**src/pkg/tmco_pkg.sv**
```systemverilog
// Purpose: Shared constants and types for the contact test-mode override block.
// Assumes: Classic Wishbone register access, 32-bit data, byte addresses.
// Notes:   Register offsets are byte addresses of aligned words.
package tmco_pkg;
   // Register offsets.
   localparam logic [7:0] OFS_CTRL   = 8'h00;
   localparam logic [7:0] OFS_STATUS = 8'h04;
   localparam logic [7:0] OFS_IN_OVR = 8'h08;
   localparam logic [7:0] OFS_OUT_OVR = 8'h0C;
   localparam logic [7:0] OFS_IN_STATE = 8'h10;
   localparam logic [7:0] OFS_OUT_STATE = 8'h14;
   localparam logic [7:0] OFS_OUT_CMD = 8'h18;
   // Control and status field positions.
   localparam int CTRL_ENABLE_BIT    = 0;
   localparam int CTRL_TRIG_SW_BIT   = 1;
   localparam int CTRL_TRIG_SEL_BIT  = 2;
   localparam int STAT_SESSION_BIT   = 0;
   localparam int STAT_IN_FORCE_BIT  = 1;
   // Values after reset and for unmapped reads.
   localparam logic [31:0] RST_ZERO  = 32'h0000_0000;
   localparam logic [31:0] UNMAPPED_READ = 32'h0000_0000;
   // Override selections, two bits per channel.
   typedef enum logic [1:0] {
      IN_FOLLOW = 2'h0,
      IN_OPEN   = 2'h1,
      IN_CLOSED = 2'h2
   } tmco_in_sel_t;
   typedef enum logic [1:0] {
      OUT_FOLLOW = 2'h0,
      OUT_ENERGIZE = 2'h1,
      OUT_DEENERGIZE = 2'h2,
      OUT_FREEZE = 2'h3
   } tmco_out_sel_t;
   // Session states, Gray coded along the entry path from IDLE to ACTIVE.
   typedef enum logic [1:0] {
      SES_IDLE  = 2'b00,
      SES_ENTER = 2'b01,
      SES_ACTIVE = 2'b11
   } tmco_ses_t;
endpackage

```
**src/hdl/tmco_sync.sv**
```systemverilog
// Purpose: Two-flop synchroniser for a vector of field-side levels.
// Assumes: Inputs are asynchronous contact levels.
// Notes:   The first stage feeds only the second stage.
`timescale 1ns/10ps
module tmco_sync #(
   parameter int W = 8
) (
   // Clock and reset.
   input  wire logic         mclk,
   input  wire logic         rst,
   // Data.
   input  wire logic [W-1:0] din,
   output logic      [W-1:0] dout
);
   typedef struct packed {
      logic [W-1:0] s1;
      logic [W-1:0] s2;
   } tmco_sync_t;
   tmco_sync_t st_r;
   tmco_sync_t st_nxt;
   always_comb begin
      st_nxt = st_r;
      st_nxt.s1 = din;
      st_nxt.s2 = st_r.s1;
   end
   always_ff @(posedge mclk) begin
      if (rst) begin
         st_r <= '0;
      end else begin
         st_r <= st_nxt;
      end
   end
   assign dout = st_r.s2;
endmodule

```
**src/hdl/tmco_mux.sv**
```systemverilog
// Purpose: Per-channel override selection for inputs and outputs.
// Assumes: Selections are two-bit codes; active marks a live test session.
// Notes:   Purely combinational; the top registers the results.
`timescale 1ns/10ps
module tmco_mux #(
   parameter int NIN  = 8,
   parameter int NOUT = 8
) (
   // Session.
   input  wire logic              active,
   // Inputs.
   input  wire logic [NIN-1:0]    in_term,
   input  wire logic [2*NIN-1:0]  in_sel,
   output logic      [NIN-1:0]    in_rep,
   // Outputs.
   input  wire logic [NOUT-1:0]   out_ctl,
   input  wire logic [NOUT-1:0]   out_frz,
   input  wire logic [2*NOUT-1:0] out_sel,
   output logic      [NOUT-1:0]   out_drv
);
   always_comb begin
      for (int i = 0; i < NIN; i++) begin
         in_rep[i] = in_term[i];
         if (active) begin
            case (in_sel[2*i +: 2])
               tmco_pkg::IN_OPEN:   in_rep[i] = 1'b0;
               tmco_pkg::IN_CLOSED: in_rep[i] = 1'b1;
               default:             in_rep[i] = in_term[i];
            endcase
         end
      end
      for (int j = 0; j < NOUT; j++) begin
         out_drv[j] = out_ctl[j];
         if (active) begin
            case (out_sel[2*j +: 2])
               tmco_pkg::OUT_ENERGIZE:   out_drv[j] = 1'b1;
               tmco_pkg::OUT_DEENERGIZE: out_drv[j] = 1'b0;
               tmco_pkg::OUT_FREEZE:     out_drv[j] = out_frz[j];
               default:                  out_drv[j] = out_ctl[j];
            endcase
         end
      end
   end
endmodule

```
**src/hdl/tmco_top.sv**
```systemverilog
// Purpose: Contact input and output override logic for the test session.
// Assumes: Classic Wishbone slave, one clock, synchronous active-high reset.
// Notes:   Contact terminals are synchronised before use.
// Behaviour
// - Session runs only while enable is set and the trigger is 1.
// - Each input and output channel has its own override selection.
// - Input selection disabled: report the synchronised terminal level.
// - Input selection open: report 0 throughout the session.
// - Input selection closed: report 1 throughout the session.
// - Indicator is on while input overrides hold the session.
// - All input selections disabled returns every input to terminal reporting.
// - Output selection disabled: output follows its control operand.
// - Output selection energize: output closed throughout the session.
// - Output selection de-energize: output open throughout the session.
// - Output selection freeze: hold state captured at session entry.
// - Status reports each channel as 1 for on and 0 for off.
//
// The register addresses and the Wishbone interface to the registers were decided locally.
`timescale 1ns/10ps
module tmco_top #(
   parameter int NIN  = 8,
   parameter int NOUT = 8
) (
   // Clock and reset.
   input  wire logic              mclk,
   input  wire logic              rst,
   // Wishbone slave.
   input  wire logic              wb_cyc_i,
   input  wire logic              wb_stb_i,
   input  wire logic              wb_we_i,
   input  wire logic [7:0]        wb_adr_i,
   input  wire logic [3:0]        wb_sel_i,
   input  wire logic [31:0]       wb_dat_i,
   output logic      [31:0]       wb_dat_o,
   output logic                   wb_ack_o,
   // Field side.
   input  wire logic [NIN-1:0]    contact_input_channel,
   output logic      [NOUT-1:0]   contact_output_channel,
   // Logic side.
   input  wire logic              test_trigger,
   input  wire logic [NOUT-1:0]   out_operand,
   output logic      [NIN-1:0]    in_report,
   output logic                   test_led
);
   typedef struct packed {
      logic [31:0]        dat;
      logic               ack;
      logic [2:0]         ctrl;
      logic [2*NIN-1:0]   in_ovr;
      logic [2*NOUT-1:0]  out_ovr;
      logic [NOUT-1:0]    sw_cmd;
      logic [NOUT-1:0]    frz;
      tmco_pkg::tmco_ses_t ses;
      logic [NIN-1:0]     in_rep;
      logic [NOUT-1:0]    out_drv;
      logic               led;
   } tmco_st_t;

   tmco_st_t         st_r;
   tmco_st_t         st_nxt;
   logic [NIN-1:0]   in_sync;
   logic [NIN-1:0]   in_mux;
   logic [NOUT-1:0]  out_mux;
   logic [NOUT-1:0]  ctl_mix;
   logic             trig_sync;
   logic             trig_lvl;
   logic             active;
   logic             any_in_ovr;
   logic             wr_go;
   logic             rd_go;
   logic             ses_req;
   logic             wb_take;

   // Terminal levels and the trigger come from outside the clock domain.
   tmco_sync #(.W(NIN)) u_in_sync (
      .mclk (mclk),
      .rst  (rst),
      .din  (contact_input_channel),
      .dout (in_sync)
   );
   tmco_sync #(.W(1)) u_trig_sync (
      .mclk (mclk),
      .rst  (rst),
      .din  (test_trigger),
      .dout (trig_sync)
   );

   // Merge a 32-bit write into a register, honouring byte selects.
   function automatic logic [31:0] wb_merge(input logic [31:0] old,
                                            input logic [31:0] dat,
                                            input logic [3:0]  sel);
      logic [31:0] res;
      res = old;
      for (int b = 0; b < 4; b++) begin
         if (sel[b]) begin
            res[8*b +: 8] = dat[8*b +: 8];
         end
      end
      return res;
   endfunction

   // Trigger is either the software bit or the external operand.
   assign trig_lvl = st_r.ctrl[tmco_pkg::CTRL_TRIG_SEL_BIT] ? trig_sync
                     : st_r.ctrl[tmco_pkg::CTRL_TRIG_SW_BIT];
   // Overrides act only once the entry snapshot has been taken.
   assign active = (st_r.ses == tmco_pkg::SES_ACTIVE);
   assign any_in_ovr = |st_r.in_ovr;
   // Output operands may come from pins or from a software command word.
   assign ctl_mix = out_operand | st_r.sw_cmd;
   assign wr_go = wb_cyc_i & wb_stb_i & wb_we_i & ~st_r.ack;
   assign rd_go = wb_cyc_i & wb_stb_i & ~wb_we_i & ~st_r.ack;
   assign ses_req = st_r.ctrl[tmco_pkg::CTRL_ENABLE_BIT] & trig_lvl;
   assign wb_take = wb_cyc_i & wb_stb_i & ~st_r.ack;

   tmco_mux #(.NIN(NIN), .NOUT(NOUT)) u_mux (
      .active  (active),
      .in_term (in_sync),
      .in_sel  (st_r.in_ovr),
      .in_rep  (in_mux),
      .out_ctl (ctl_mix),
      .out_frz (st_r.frz),
      .out_sel (st_r.out_ovr),
      .out_drv (out_mux)
   );

   always_comb begin
      logic [31:0] rd;
      rd = tmco_pkg::UNMAPPED_READ;
      st_nxt = st_r;
      st_nxt.ack = 1'b0;
      // Session sequencing; ENTER takes the freeze snapshot one cycle ahead.
      case (st_r.ses)
         tmco_pkg::SES_IDLE: begin
            if (st_r.ctrl[tmco_pkg::CTRL_ENABLE_BIT] && trig_lvl) begin
               st_nxt.ses = tmco_pkg::SES_ENTER;
               st_nxt.frz = st_r.out_drv;
            end
         end
         tmco_pkg::SES_ENTER: begin
            st_nxt.ses = (st_r.ctrl[tmco_pkg::CTRL_ENABLE_BIT] && trig_lvl)
                         ? tmco_pkg::SES_ACTIVE : tmco_pkg::SES_IDLE;
         end
         tmco_pkg::SES_ACTIVE: begin
            if (!(st_r.ctrl[tmco_pkg::CTRL_ENABLE_BIT] && trig_lvl)) begin
               st_nxt.ses = tmco_pkg::SES_IDLE;
            end
         end
         default: st_nxt.ses = tmco_pkg::SES_IDLE;
      endcase
      st_nxt.in_rep = in_mux;
      st_nxt.out_drv = out_mux;
      st_nxt.led = active & any_in_ovr;
      // Register reads; state reads give 1 for on and 0 for off.
      case (wb_adr_i)
         tmco_pkg::OFS_CTRL:      rd = 32'(st_r.ctrl);
         tmco_pkg::OFS_STATUS:    rd = 32'({any_in_ovr, active});
         tmco_pkg::OFS_IN_OVR:    rd = 32'(st_r.in_ovr);
         tmco_pkg::OFS_OUT_OVR:   rd = 32'(st_r.out_ovr);
         tmco_pkg::OFS_IN_STATE:  rd = 32'(st_r.in_rep);
         tmco_pkg::OFS_OUT_STATE: rd = 32'(st_r.out_drv);
         tmco_pkg::OFS_OUT_CMD:   rd = 32'(st_r.sw_cmd);
         default:                 rd = tmco_pkg::UNMAPPED_READ;
      endcase
      if (wr_go || rd_go) begin
         st_nxt.ack = 1'b1;
      end
      if (rd_go) begin
         st_nxt.dat = rd;
      end
      if (wr_go) begin
         case (wb_adr_i)
            tmco_pkg::OFS_CTRL:
               st_nxt.ctrl = 3'(wb_merge(32'(st_r.ctrl), wb_dat_i, wb_sel_i));
            tmco_pkg::OFS_IN_OVR:
               st_nxt.in_ovr = (2*NIN)'(wb_merge(32'(st_r.in_ovr), wb_dat_i, wb_sel_i));
            tmco_pkg::OFS_OUT_OVR:
               st_nxt.out_ovr = (2*NOUT)'(wb_merge(32'(st_r.out_ovr), wb_dat_i, wb_sel_i));
            tmco_pkg::OFS_OUT_CMD:
               st_nxt.sw_cmd = NOUT'(wb_merge(32'(st_r.sw_cmd), wb_dat_i, wb_sel_i));
            default: st_nxt.ctrl = st_r.ctrl;
         endcase
      end
   end

   always_ff @(posedge mclk) begin
      if (rst) begin
         st_r <= '0;
      end else begin
         st_r <= st_nxt;
      end
   end

   assign wb_dat_o = st_r.dat;
   assign wb_ack_o = st_r.ack;
   assign contact_output_channel = st_r.out_drv;
   assign in_report = st_r.in_rep;
   assign test_led = st_r.led;

   // Outside the session every output follows its operand, one cycle late.
   chk_idle_out_follow: assert property (@(posedge mclk) disable iff (rst)
      $past(!active) |-> contact_output_channel == $past(ctl_mix))
      else $error("Output did not follow operand outside session.");
   chk_idle_in_follow: assert property (@(posedge mclk) disable iff (rst)
      $past(!active) |-> in_report == $past(in_sync))
      else $error("Input was overridden outside session.");
   chk_ses_needs_en: assert property (@(posedge mclk) disable iff (rst)
      active |-> $past(st_r.ctrl[tmco_pkg::CTRL_ENABLE_BIT] && trig_lvl))
      else $error("Session active without enable and trigger.");
   chk_ses_entry_two: assert property (@(posedge mclk) disable iff (rst)
      (st_r.ses == tmco_pkg::SES_IDLE) && st_r.ctrl[tmco_pkg::CTRL_ENABLE_BIT] && trig_lvl
      ##1 (st_r.ctrl[tmco_pkg::CTRL_ENABLE_BIT] && trig_lvl) |=> active)
      else $error("Session did not start two cycles after request.");
   chk_led_on: assert property (@(posedge mclk) disable iff (rst)
      $past(active && any_in_ovr) |-> test_led)
      else $error("Indicator off during forced-input session.");
   chk_led_off_norm: assert property (@(posedge mclk) disable iff (rst)
      $past(!any_in_ovr) |-> !test_led && in_report == $past(in_sync))
      else $error("Inputs not normal with all selections disabled.");
   chk_force_in0: assert property (@(posedge mclk) disable iff (rst)
      $past(active && st_r.in_ovr[1:0] == 2'h1) |-> !in_report[0])
      else $error("Forced open input did not read zero.");
   chk_force_in1: assert property (@(posedge mclk) disable iff (rst)
      $past(active && st_r.in_ovr[1:0] == 2'h2) |-> in_report[0])
      else $error("Forced closed input did not read one.");
   chk_energize: assert property (@(posedge mclk) disable iff (rst)
      $past(active && st_r.out_ovr[1:0] == 2'h1) |-> contact_output_channel[0])
      else $error("Energized output not closed.");
   chk_deenergize: assert property (@(posedge mclk) disable iff (rst)
      $past(active && st_r.out_ovr[1:0] == 2'h2) |-> !contact_output_channel[0])
      else $error("De-energized output not open.");
   chk_freeze_hold: assert property (@(posedge mclk) disable iff (rst)
      $past(active && st_r.out_ovr[1:0] == 2'h3) |-> contact_output_channel[0] == st_r.frz[0])
      else $error("Frozen output moved during session.");
   chk_ack_pulse: assert property (@(posedge mclk) disable iff (rst)
      wb_ack_o |=> !wb_ack_o)
      else $error("Acknowledge held longer than one cycle.");

   // Bus answers come one cycle after the request, with data of the request cycle.
   chk_ack_answer: assert property (@(posedge mclk) disable iff (rst)
      wb_take |=> wb_ack_o)
      else $error("Request not acknowledged in the next cycle.");
   chk_dat_holds: assert property (@(posedge mclk) disable iff (rst)
      !(wb_take && !wb_we_i) |=> $stable(wb_dat_o))
      else $error("Read data moved without a read.");
   chk_rd_ctrl: assert property (@(posedge mclk) disable iff (rst)
      wb_take && !wb_we_i && wb_adr_i == tmco_pkg::OFS_CTRL
      |=> wb_dat_o == 32'($past(st_r.ctrl)))
      else $error("Control read-back differs from the register.");
   chk_rd_status: assert property (@(posedge mclk) disable iff (rst)
      wb_take && !wb_we_i && wb_adr_i == tmco_pkg::OFS_STATUS
      |=> wb_dat_o == 32'({$past(any_in_ovr), $past(active)}))
      else $error("Status read-back differs from the session state.");
   chk_rd_in_state: assert property (@(posedge mclk) disable iff (rst)
      wb_take && !wb_we_i && wb_adr_i == tmco_pkg::OFS_IN_STATE
      |=> wb_dat_o == 32'($past(in_report)))
      else $error("Input state read-back differs from the report.");
   chk_rd_out_state: assert property (@(posedge mclk) disable iff (rst)
      wb_take && !wb_we_i && wb_adr_i == tmco_pkg::OFS_OUT_STATE
      |=> wb_dat_o == 32'($past(contact_output_channel)))
      else $error("Output state read-back differs from the drive.");
   chk_rd_unmapped: assert property (@(posedge mclk) disable iff (rst)
      wb_take && !wb_we_i && wb_adr_i > tmco_pkg::OFS_OUT_CMD
      |=> wb_dat_o == tmco_pkg::UNMAPPED_READ)
      else $error("Unmapped read returned data.");

   // Writes land one cycle after the request; unmapped writes leave every setting alone.
   chk_wr_ctrl: assert property (@(posedge mclk) disable iff (rst)
      wb_take && wb_we_i && wb_adr_i == tmco_pkg::OFS_CTRL && wb_sel_i[0]
      |=> st_r.ctrl == $past(wb_dat_i[2:0]))
      else $error("Control write did not land.");
   chk_wr_in_ovr: assert property (@(posedge mclk) disable iff (rst)
      wb_take && wb_we_i && wb_adr_i == tmco_pkg::OFS_IN_OVR && wb_sel_i == 4'hF
      |=> st_r.in_ovr == $past(wb_dat_i[2*NIN-1:0]))
      else $error("Input selection write did not land.");
   chk_wr_out_ovr: assert property (@(posedge mclk) disable iff (rst)
      wb_take && wb_we_i && wb_adr_i == tmco_pkg::OFS_OUT_OVR && wb_sel_i == 4'hF
      |=> st_r.out_ovr == $past(wb_dat_i[2*NOUT-1:0]))
      else $error("Output selection write did not land.");
   chk_wr_cmd: assert property (@(posedge mclk) disable iff (rst)
      wb_take && wb_we_i && wb_adr_i == tmco_pkg::OFS_OUT_CMD && wb_sel_i == 4'hF
      |=> st_r.sw_cmd == $past(wb_dat_i[NOUT-1:0]))
      else $error("Command word write did not land.");
   chk_wr_unmapped: assert property (@(posedge mclk) disable iff (rst)
      wb_take && wb_we_i && wb_adr_i > tmco_pkg::OFS_OUT_CMD
      |=> st_r.ctrl == $past(st_r.ctrl) && st_r.in_ovr == $past(st_r.in_ovr)
          && st_r.out_ovr == $past(st_r.out_ovr) && st_r.sw_cmd == $past(st_r.sw_cmd))
      else $error("Unmapped write changed a setting.");

   // Per-channel selections: disabled and unused codes checked on the first channel, forced codes on the last.
   chk_in_disabled: assert property (@(posedge mclk) disable iff (rst)
      $past(st_r.in_ovr[1:0] == 2'h0) |-> in_report[0] == $past(in_sync[0]))
      else $error("Disabled input did not follow its terminal.");
   chk_in_code_three: assert property (@(posedge mclk) disable iff (rst)
      $past(st_r.in_ovr[1:0] == 2'h3) |-> in_report[0] == $past(in_sync[0]))
      else $error("Unused input code overrode the terminal.");
   chk_out_disabled: assert property (@(posedge mclk) disable iff (rst)
      $past(st_r.out_ovr[1:0] == 2'h0) |-> contact_output_channel[0] == $past(ctl_mix[0]))
      else $error("Disabled output did not follow its operand.");
   chk_open_last: assert property (@(posedge mclk) disable iff (rst)
      $past(active && st_r.in_ovr[2*NIN-1 -: 2] == 2'h1) |-> !in_report[NIN-1])
      else $error("Forced open last input did not read zero.");
   chk_closed_last: assert property (@(posedge mclk) disable iff (rst)
      $past(active && st_r.in_ovr[2*NIN-1 -: 2] == 2'h2) |-> in_report[NIN-1])
      else $error("Forced closed last input did not read one.");
   chk_energize_last: assert property (@(posedge mclk) disable iff (rst)
      $past(active && st_r.out_ovr[2*NOUT-1 -: 2] == 2'h1) |-> contact_output_channel[NOUT-1])
      else $error("Energized last output not closed.");
   chk_deenergize_last: assert property (@(posedge mclk) disable iff (rst)
      $past(active && st_r.out_ovr[2*NOUT-1 -: 2] == 2'h2) |-> !contact_output_channel[NOUT-1])
      else $error("De-energized last output not open.");
   chk_freeze_last: assert property (@(posedge mclk) disable iff (rst)
      $past(active && st_r.out_ovr[2*NOUT-1 -: 2] == 2'h3)
      |-> contact_output_channel[NOUT-1] == st_r.frz[NOUT-1])
      else $error("Frozen last output moved during session.");

   // Entry takes the snapshot from the drive that stood before the session.
   chk_freeze_take: assert property (@(posedge mclk) disable iff (rst)
      st_r.ses == tmco_pkg::SES_IDLE && ses_req
      |=> st_r.frz == $past(contact_output_channel))
      else $error("Freeze snapshot not taken at session entry.");
   chk_idle_stays: assert property (@(posedge mclk) disable iff (rst)
      st_r.ses == tmco_pkg::SES_IDLE && !ses_req |=> !active)
      else $error("Session started without a request.");
   chk_ses_exit: assert property (@(posedge mclk) disable iff (rst)
      active && !ses_req |=> !active)
      else $error("Session outlived its enable or trigger.");
   chk_led_needs_ses: assert property (@(posedge mclk) disable iff (rst)
      test_led |-> $past(active))
      else $error("Indicator on outside a session.");

   cov_session: cover property (@(posedge mclk) disable iff (rst) !active ##1 active);
   cov_pin_trigger: cover property (@(posedge mclk) disable iff (rst)
      active && st_r.ctrl[tmco_pkg::CTRL_TRIG_SEL_BIT]);
   cov_freeze: cover property (@(posedge mclk) disable iff (rst)
      active && st_r.out_ovr[1:0] == 2'h3 && ctl_mix[0] != st_r.frz[0]);
   cov_forced_in: cover property (@(posedge mclk) disable iff (rst) test_led);
   cov_exit: cover property (@(posedge mclk) disable iff (rst) active ##1 !active);
endmodule

```
**config.mk**
```make
export PLATFORM = sky130hd
export DESIGN_NAME = tmco_top
export DESIGN_NICKNAME = d
export VERILOG_FILES = /design/src/pkg/tmco_pkg.sv /design/src/hdl/tmco_sync.sv /design/src/hdl/tmco_mux.sv /design/src/hdl/tmco_top.sv
export SDC_FILE = /design/constraint.sdc
export NUM_CORES = 1
export LEC_CHECK = 0
export BUFFER_PORTS_ARGS = -buffer_cell sky130_fd_sc_hd__buf_2
export CORE_MARGIN = 3
export CORE_UTILIZATION = 50
export CTS_CLUSTER_DIAMETER = 80
export DETAILED_ROUTE_END_ITERATION = 16
export MAX_ROUTING_LAYER = met4
export PLACE_DENSITY = 0.75
export SYNTH_ARGS = -nofsm -noshare
export SYNTH_HDL_FRONTEND = slang
export SYNTH_SLANG_ARGS = --single-unit
```
**constraint.sdc**
```tcl
create_clock -name mclk -period 5.7 [get_ports mclk]
set_input_delay 1.14 -clock mclk [delete_from_list [all_inputs] [get_ports mclk]]
set_output_delay 1.14 -clock mclk [all_outputs]
set_load 0.03 [all_outputs]
```
# Word-level counts from Yosys, hierarchy flattened
# Cells that the tools add are included.
# W data, S select, Z words.
# totals
ff_bits,121
# op_classes
mux,39
reduce_logical,13
eq_ne,50
bitwise,9
# op_table
cell,count
$pmux W16 S7,1
$eq A2 B2 Y1 const B,25
$eq A2 B1 Y1 const B,17
$eq A8 B5 Y1 const B,3
$pmux W1 S3,8
$mux W1,18
$reduce_and A3 Y1,6
$eq A8 B4 Y1 const B,2
$pmux W1 S2,8
$reduce_or A16 Y1,1
$eq A8 B3 Y1 const B,1
$logic_not A8 Y1,1
$or A8 B8 Y8,1
$and A1 B1 Y1,6
$mux W2,3
$pmux W2 S3,1
$ne A2 B2 Y1 const B,2
$reduce_and A2 Y1,2
$logic_not A2 Y1,1
$not A1 Y1,2
$logic_and A1 B1 Y1,1
$logic_or A1 B1 Y1,1

# Longest topological paths before layout
# depth
word_depth,5
depth_mapped,7
mapped_depth_nobuf,6

# By module
# A second synthesis with hierarchy kept.
# hier_totals
cells_unflattened,518
hier_area_um2,4963.5
# by_module_without_submodules
mod,area_per_inst_um2,cells_per_inst,seq_area_each_um2,n_inst
tmco_top,3991.3,423,1741.7,1
tmco_sync (u_in_sync),464.2,33,320.3,1
tmco_mux,455.4,58,0.0,1
tmco_sync (u_trig_sync),52.6,4,40.0,1

# Worst setup path after synthesis
# No wires, ideal clock.
# synth_timing
path_type,in2reg
start,input port wb_adr_i[0]
end,register st_r[51] in the netlist's numbering
path_stages,6
n_path_buf,2
arrival_ps,2732
setup_time_ps,128
required_ps,5572
setup_slack_ps,2840
path_cell_list,buf_2 or4b_4 buf_6 nor4_4 mux2i_1 nor2_1
# synth_between
elab_chain_cells,2
# synth_lines
item,line_no,source
"start, declared",tmco_top.sv:31,"input wire logic [7:0] wb_adr_i,"
$eq A8 B4 Y1,tmco_top.sv:171,case (wb_adr_i)
$reduce_and A3 Y1 (no line),-,
"end signal, assigned",tmco_top.sv:189,st_r <= st_nxt;
"end, declared",tmco_top.sv:59,tmco_st_t st_r;
# Every way passes these cells.
# A chain may end at the register's enable or synchronous reset.

# Worst setup path in the final report
# layout_timing
start,input port wb_adr_i[3]
end,register st_r[34] in the netlist's numbering
# layout_between
elab_chain_cells,2
# layout_lines
item,line_no
$eq A8 B5 Y1,tmco_top.sv:171
$reduce_and A3 Y1 (no line),-
# Every way passes these cells.

==> flow_summary.yaml <==
synth:
  ys_seq_area_share_pct: 43.1
  synth_area_leader_cell: "dfxtp_1"
  syn-instance-count: 532
  yosysWarnings: 0
  synth_seq_cells: 105
  synth_area_mm2: 0.00488
  synth.area.top_cells: "dfxtp_1 (43%), mux2i_1 (12%), buf_4 (7.4%), nor2_1 (4.8%), ha_1 (4.1%)"
  synth_top_cell_area_share_pct: 43.1
  synth.avg_cell_area_um2: 9.17
  synth_edf_count: 0
  yosysMostFrequentCell: "dfxtp_1"
  synthFlopType: "dfxtp_1"
  synthDistinctLibCells: 46
  synth_common_cells: "dfxtp_1 (105), nor2_1 (63), mux2i_1 (60), buf_4 (48), nand2_1 (34)"
  async_flop_share_pct: 0
floorplanning:
  fp.dieArea_mm2: 0.0110
  fp.dieW_um: 105
  ios: 116
  core_area_mm2: 0.00937
  die_y_um: 105
  rows: 35
  initial_core_util_pct: 52.1
timing:
  finClkSkew_ps: 9.49
  fin_crit_sh_pct: 60.9
  slew_headroom_pct: 23.3
  rsz0062_at_grt: "false"
  period_minus_slack_ps: 3470
  finalSetupViolCount: 0
  timing.fmax_ghz: 0.288
  setup_slack_ps: 2230
  drv_slew: 0
  hold_viol_final: 0
  fin_setup_tns_ps: 0
  worstMarginPinSlew_ps: 1150
layout:
  drive_gt1_share_pct: 18.8
  finalNonFillerCells: 699
  nets: 646
  fillers: 839
  postLayoutCellArea_mm2: 0.00526
  syn2layout_area_growth_pct: 7.69
routing:
  routed_wl_mm: 11.2
  drc: 0
  viasPerCell: 5.40
  drtPass1Iterations: 5
  drtAntennaViolNets: 0
  wl_per_cell_um: 16.0
  drt_iter0_drc: 279
  num_vias: 3772
place:
  port_buffers: 81
  hpwl_mm: 8.03
  dp_cells: 682
  dpl_cell_area_mm2: 0.00504
  pre_cts_ws_ps: 1890
  gp_congestion: 0.870
clock_network:
  clockBufferDepth: 2
  cts_buffers: 9
  postCtsSetupBuffers: 0
  cts_tree: "done"
  clock-sinks: 105
  ctsHoldBuffers: 0
  cts_root_buf: "clkbuf_8"
  clk-insertion-delay-late_ps: 370
  cts_resized: 0
  clk_pin_slew_worst_paths_ps: 90
  htree_levels: 3
worst_setup_path:
  setup.worst_path.end_class: "flip-flop"
  r2r-start: "wb_ack_o$_SDFF_PP0_"
  startpoint_type: "input pin"
  reg2reg_depth: 4
  worst-setup-path-type: "in -> reg"
  cp_max_fo: 17
  rrSetupSlack_ps: 3780
  worst_ep_arrival_time_ps: 3690
  crit_required_ps: 5920
  worstReg2RegEnd: "st_r[54]$_SDFFE_PP0P_"
hold_path:
  hold-path-cell-count: 1
  hp-start: "u_in_sync.st_nxt[6]$_SDFF_PP0_"
  min_to: "u_in_sync.dout[6]$_SDFF_PP0_"
  hold_class: "reg -> reg"
run_status:
  status: "finished clean"
global_route:
  grt_max_degree: 95
  grt_pass1_vias: 3603
  antenna_found_initial: 1
  grt-ovfl-total: 0
  grt_use_total_pct: 20.9
  grt_pass1_wl_mm: 18.0
power_and_ir_drop:
  p_leak_nw: 2.35
  ir_drop_mv: 0.135
  power_density_mw_per_mm2: 255
job:
  drv_cap: 0
[how the worst max path moves through the flow]
stage | from | depth (start not counted) | endpoint
2_1_floorplan | wb_adr_i[0] | 6 | st_r[51]$_SDFFE_PP0P_
3_3_place_gp | wb_adr_i[3] | 5 | st_r[30]$_SDFFE_PP0P_
3_5_place_dp | wb_adr_i[3] | 5 | st_r[66]$_SDFFE_PP0P_
4_1_cts | wb_adr_i[3] | 5 | st_r[34]$_SDFFE_PP0P_
5_1_grt | wb_adr_i[3] | 5 | st_r[66]$_SDFFE_PP0P_
6_report | wb_adr_i[3] | 5 | st_r[34]$_SDFFE_PP0P_
[registers in the layout (all words and copies together), names as in the netlist]
| register | flops |
|---|---|
| in_report | 8 |
| u_in_sync.st_nxt | 8 |
| u_in_sync.dout | 8 |
| wb_dat_o | 16 |
| test_led | 1 |
| u_trig_sync.dout | 1 |
| wb_ack_o | 1 |
| u_trig_sync.st_nxt | 1 |
| st_r | 53 |
| contact_output_channel | 8 |
[layout make-up]
class	instances	area (um2)	area share [%]
clock inverter	6	82.6	1.57
tap	129	161	3.07
inverter	17	63.8	1.21
timing repair buffer	84	428	8.14
clock buffer	10	128	2.43
sequential	105	2100	40.0
multi-input combinational	347	2290	43.5
antenna	1	2.50	0.0476
[where the power goes]
part | internal, mW | total (mW) | switching (mW)
Sequential | 0.744 | 0.750 | 0.00640
Clock | 0.245 | 0.495 | 0.249
Combinational | 0.0295 | 0.0963 | 0.0668
Total | 1.02 | 1.34 | 0.322
[logic make-up (layout without fill, tap and decap cells)]
kind of cell | Yosys count | in the layout | synth area share, %
multiplexers | 63 | 63 | 13.0
other | 1 | 17 | 0.0768
flip-flops | 105 | 105 | 43.1
adder cells (fa/ha/maj) | 16 | 16 | 4.10
AO/OA/AOI/OAI | 69 | 69 | 9.31
AND/OR/NAND/NOR | 183 | 183 | 19.1
buffers and inverters | 95 | 117 | 11.3
[critical path, stage by stage]
cell and delay (ps):
buf_2 280, nor4b_2 980, nand4_1 850, mux2i_1 370, nor2_1 60
[metal layers]
metal | share of wire [%] | GRT usage (%) | vias up
met5 | 0 | - | -
met1 | 45 | 28.2 | 1769
li1 | - | - | 1827
met4 | 1.4 | 7.40 | 0
met2 | 46 | 31.6 | 157
met3 | 8.1 | 3.83 | 19
[stage by stage]
stage | util, % | power [mW] | hold slack (ps)
5_1_grt | 56.1 | 1.39 | 457
2_1_floorplan | - | 0.842 | 414
3_5_place_dp | 53.8 | 0.863 | 420
3_3_place_gp | 53.8 | 0.861 | 417
4_1_cts | 56.1 | 1.35 | 442
6_report | 56.1 | 1.34 | 440
[cells in the final DEF, fill, tap and decap left out, types with 5 or more instances in the layout]
cell type,synthesis,final
dfxtp_1,105,105
buf_2,1,81
nor2_1,63,63
mux2i_1,60,60
nand2_1,34,34
nand3_1,22,22
nor2b_1,22,22
inv_1,17,17
ha_1,16,16
conb_1,1,16
a21oi_1,14,14
o21ai_0,10,10
a22oi_1,9,9
clkbuf_8,0,9
a2bb2oi_1,8,8
nand2b_1,7,7
nand4_1,6,6
o22ai_1,6,6
a221oi_1,6,6
o21ai_1,6,6
nor3_1,5,5
Note: power is estimated with default switching activity, not from simulation.
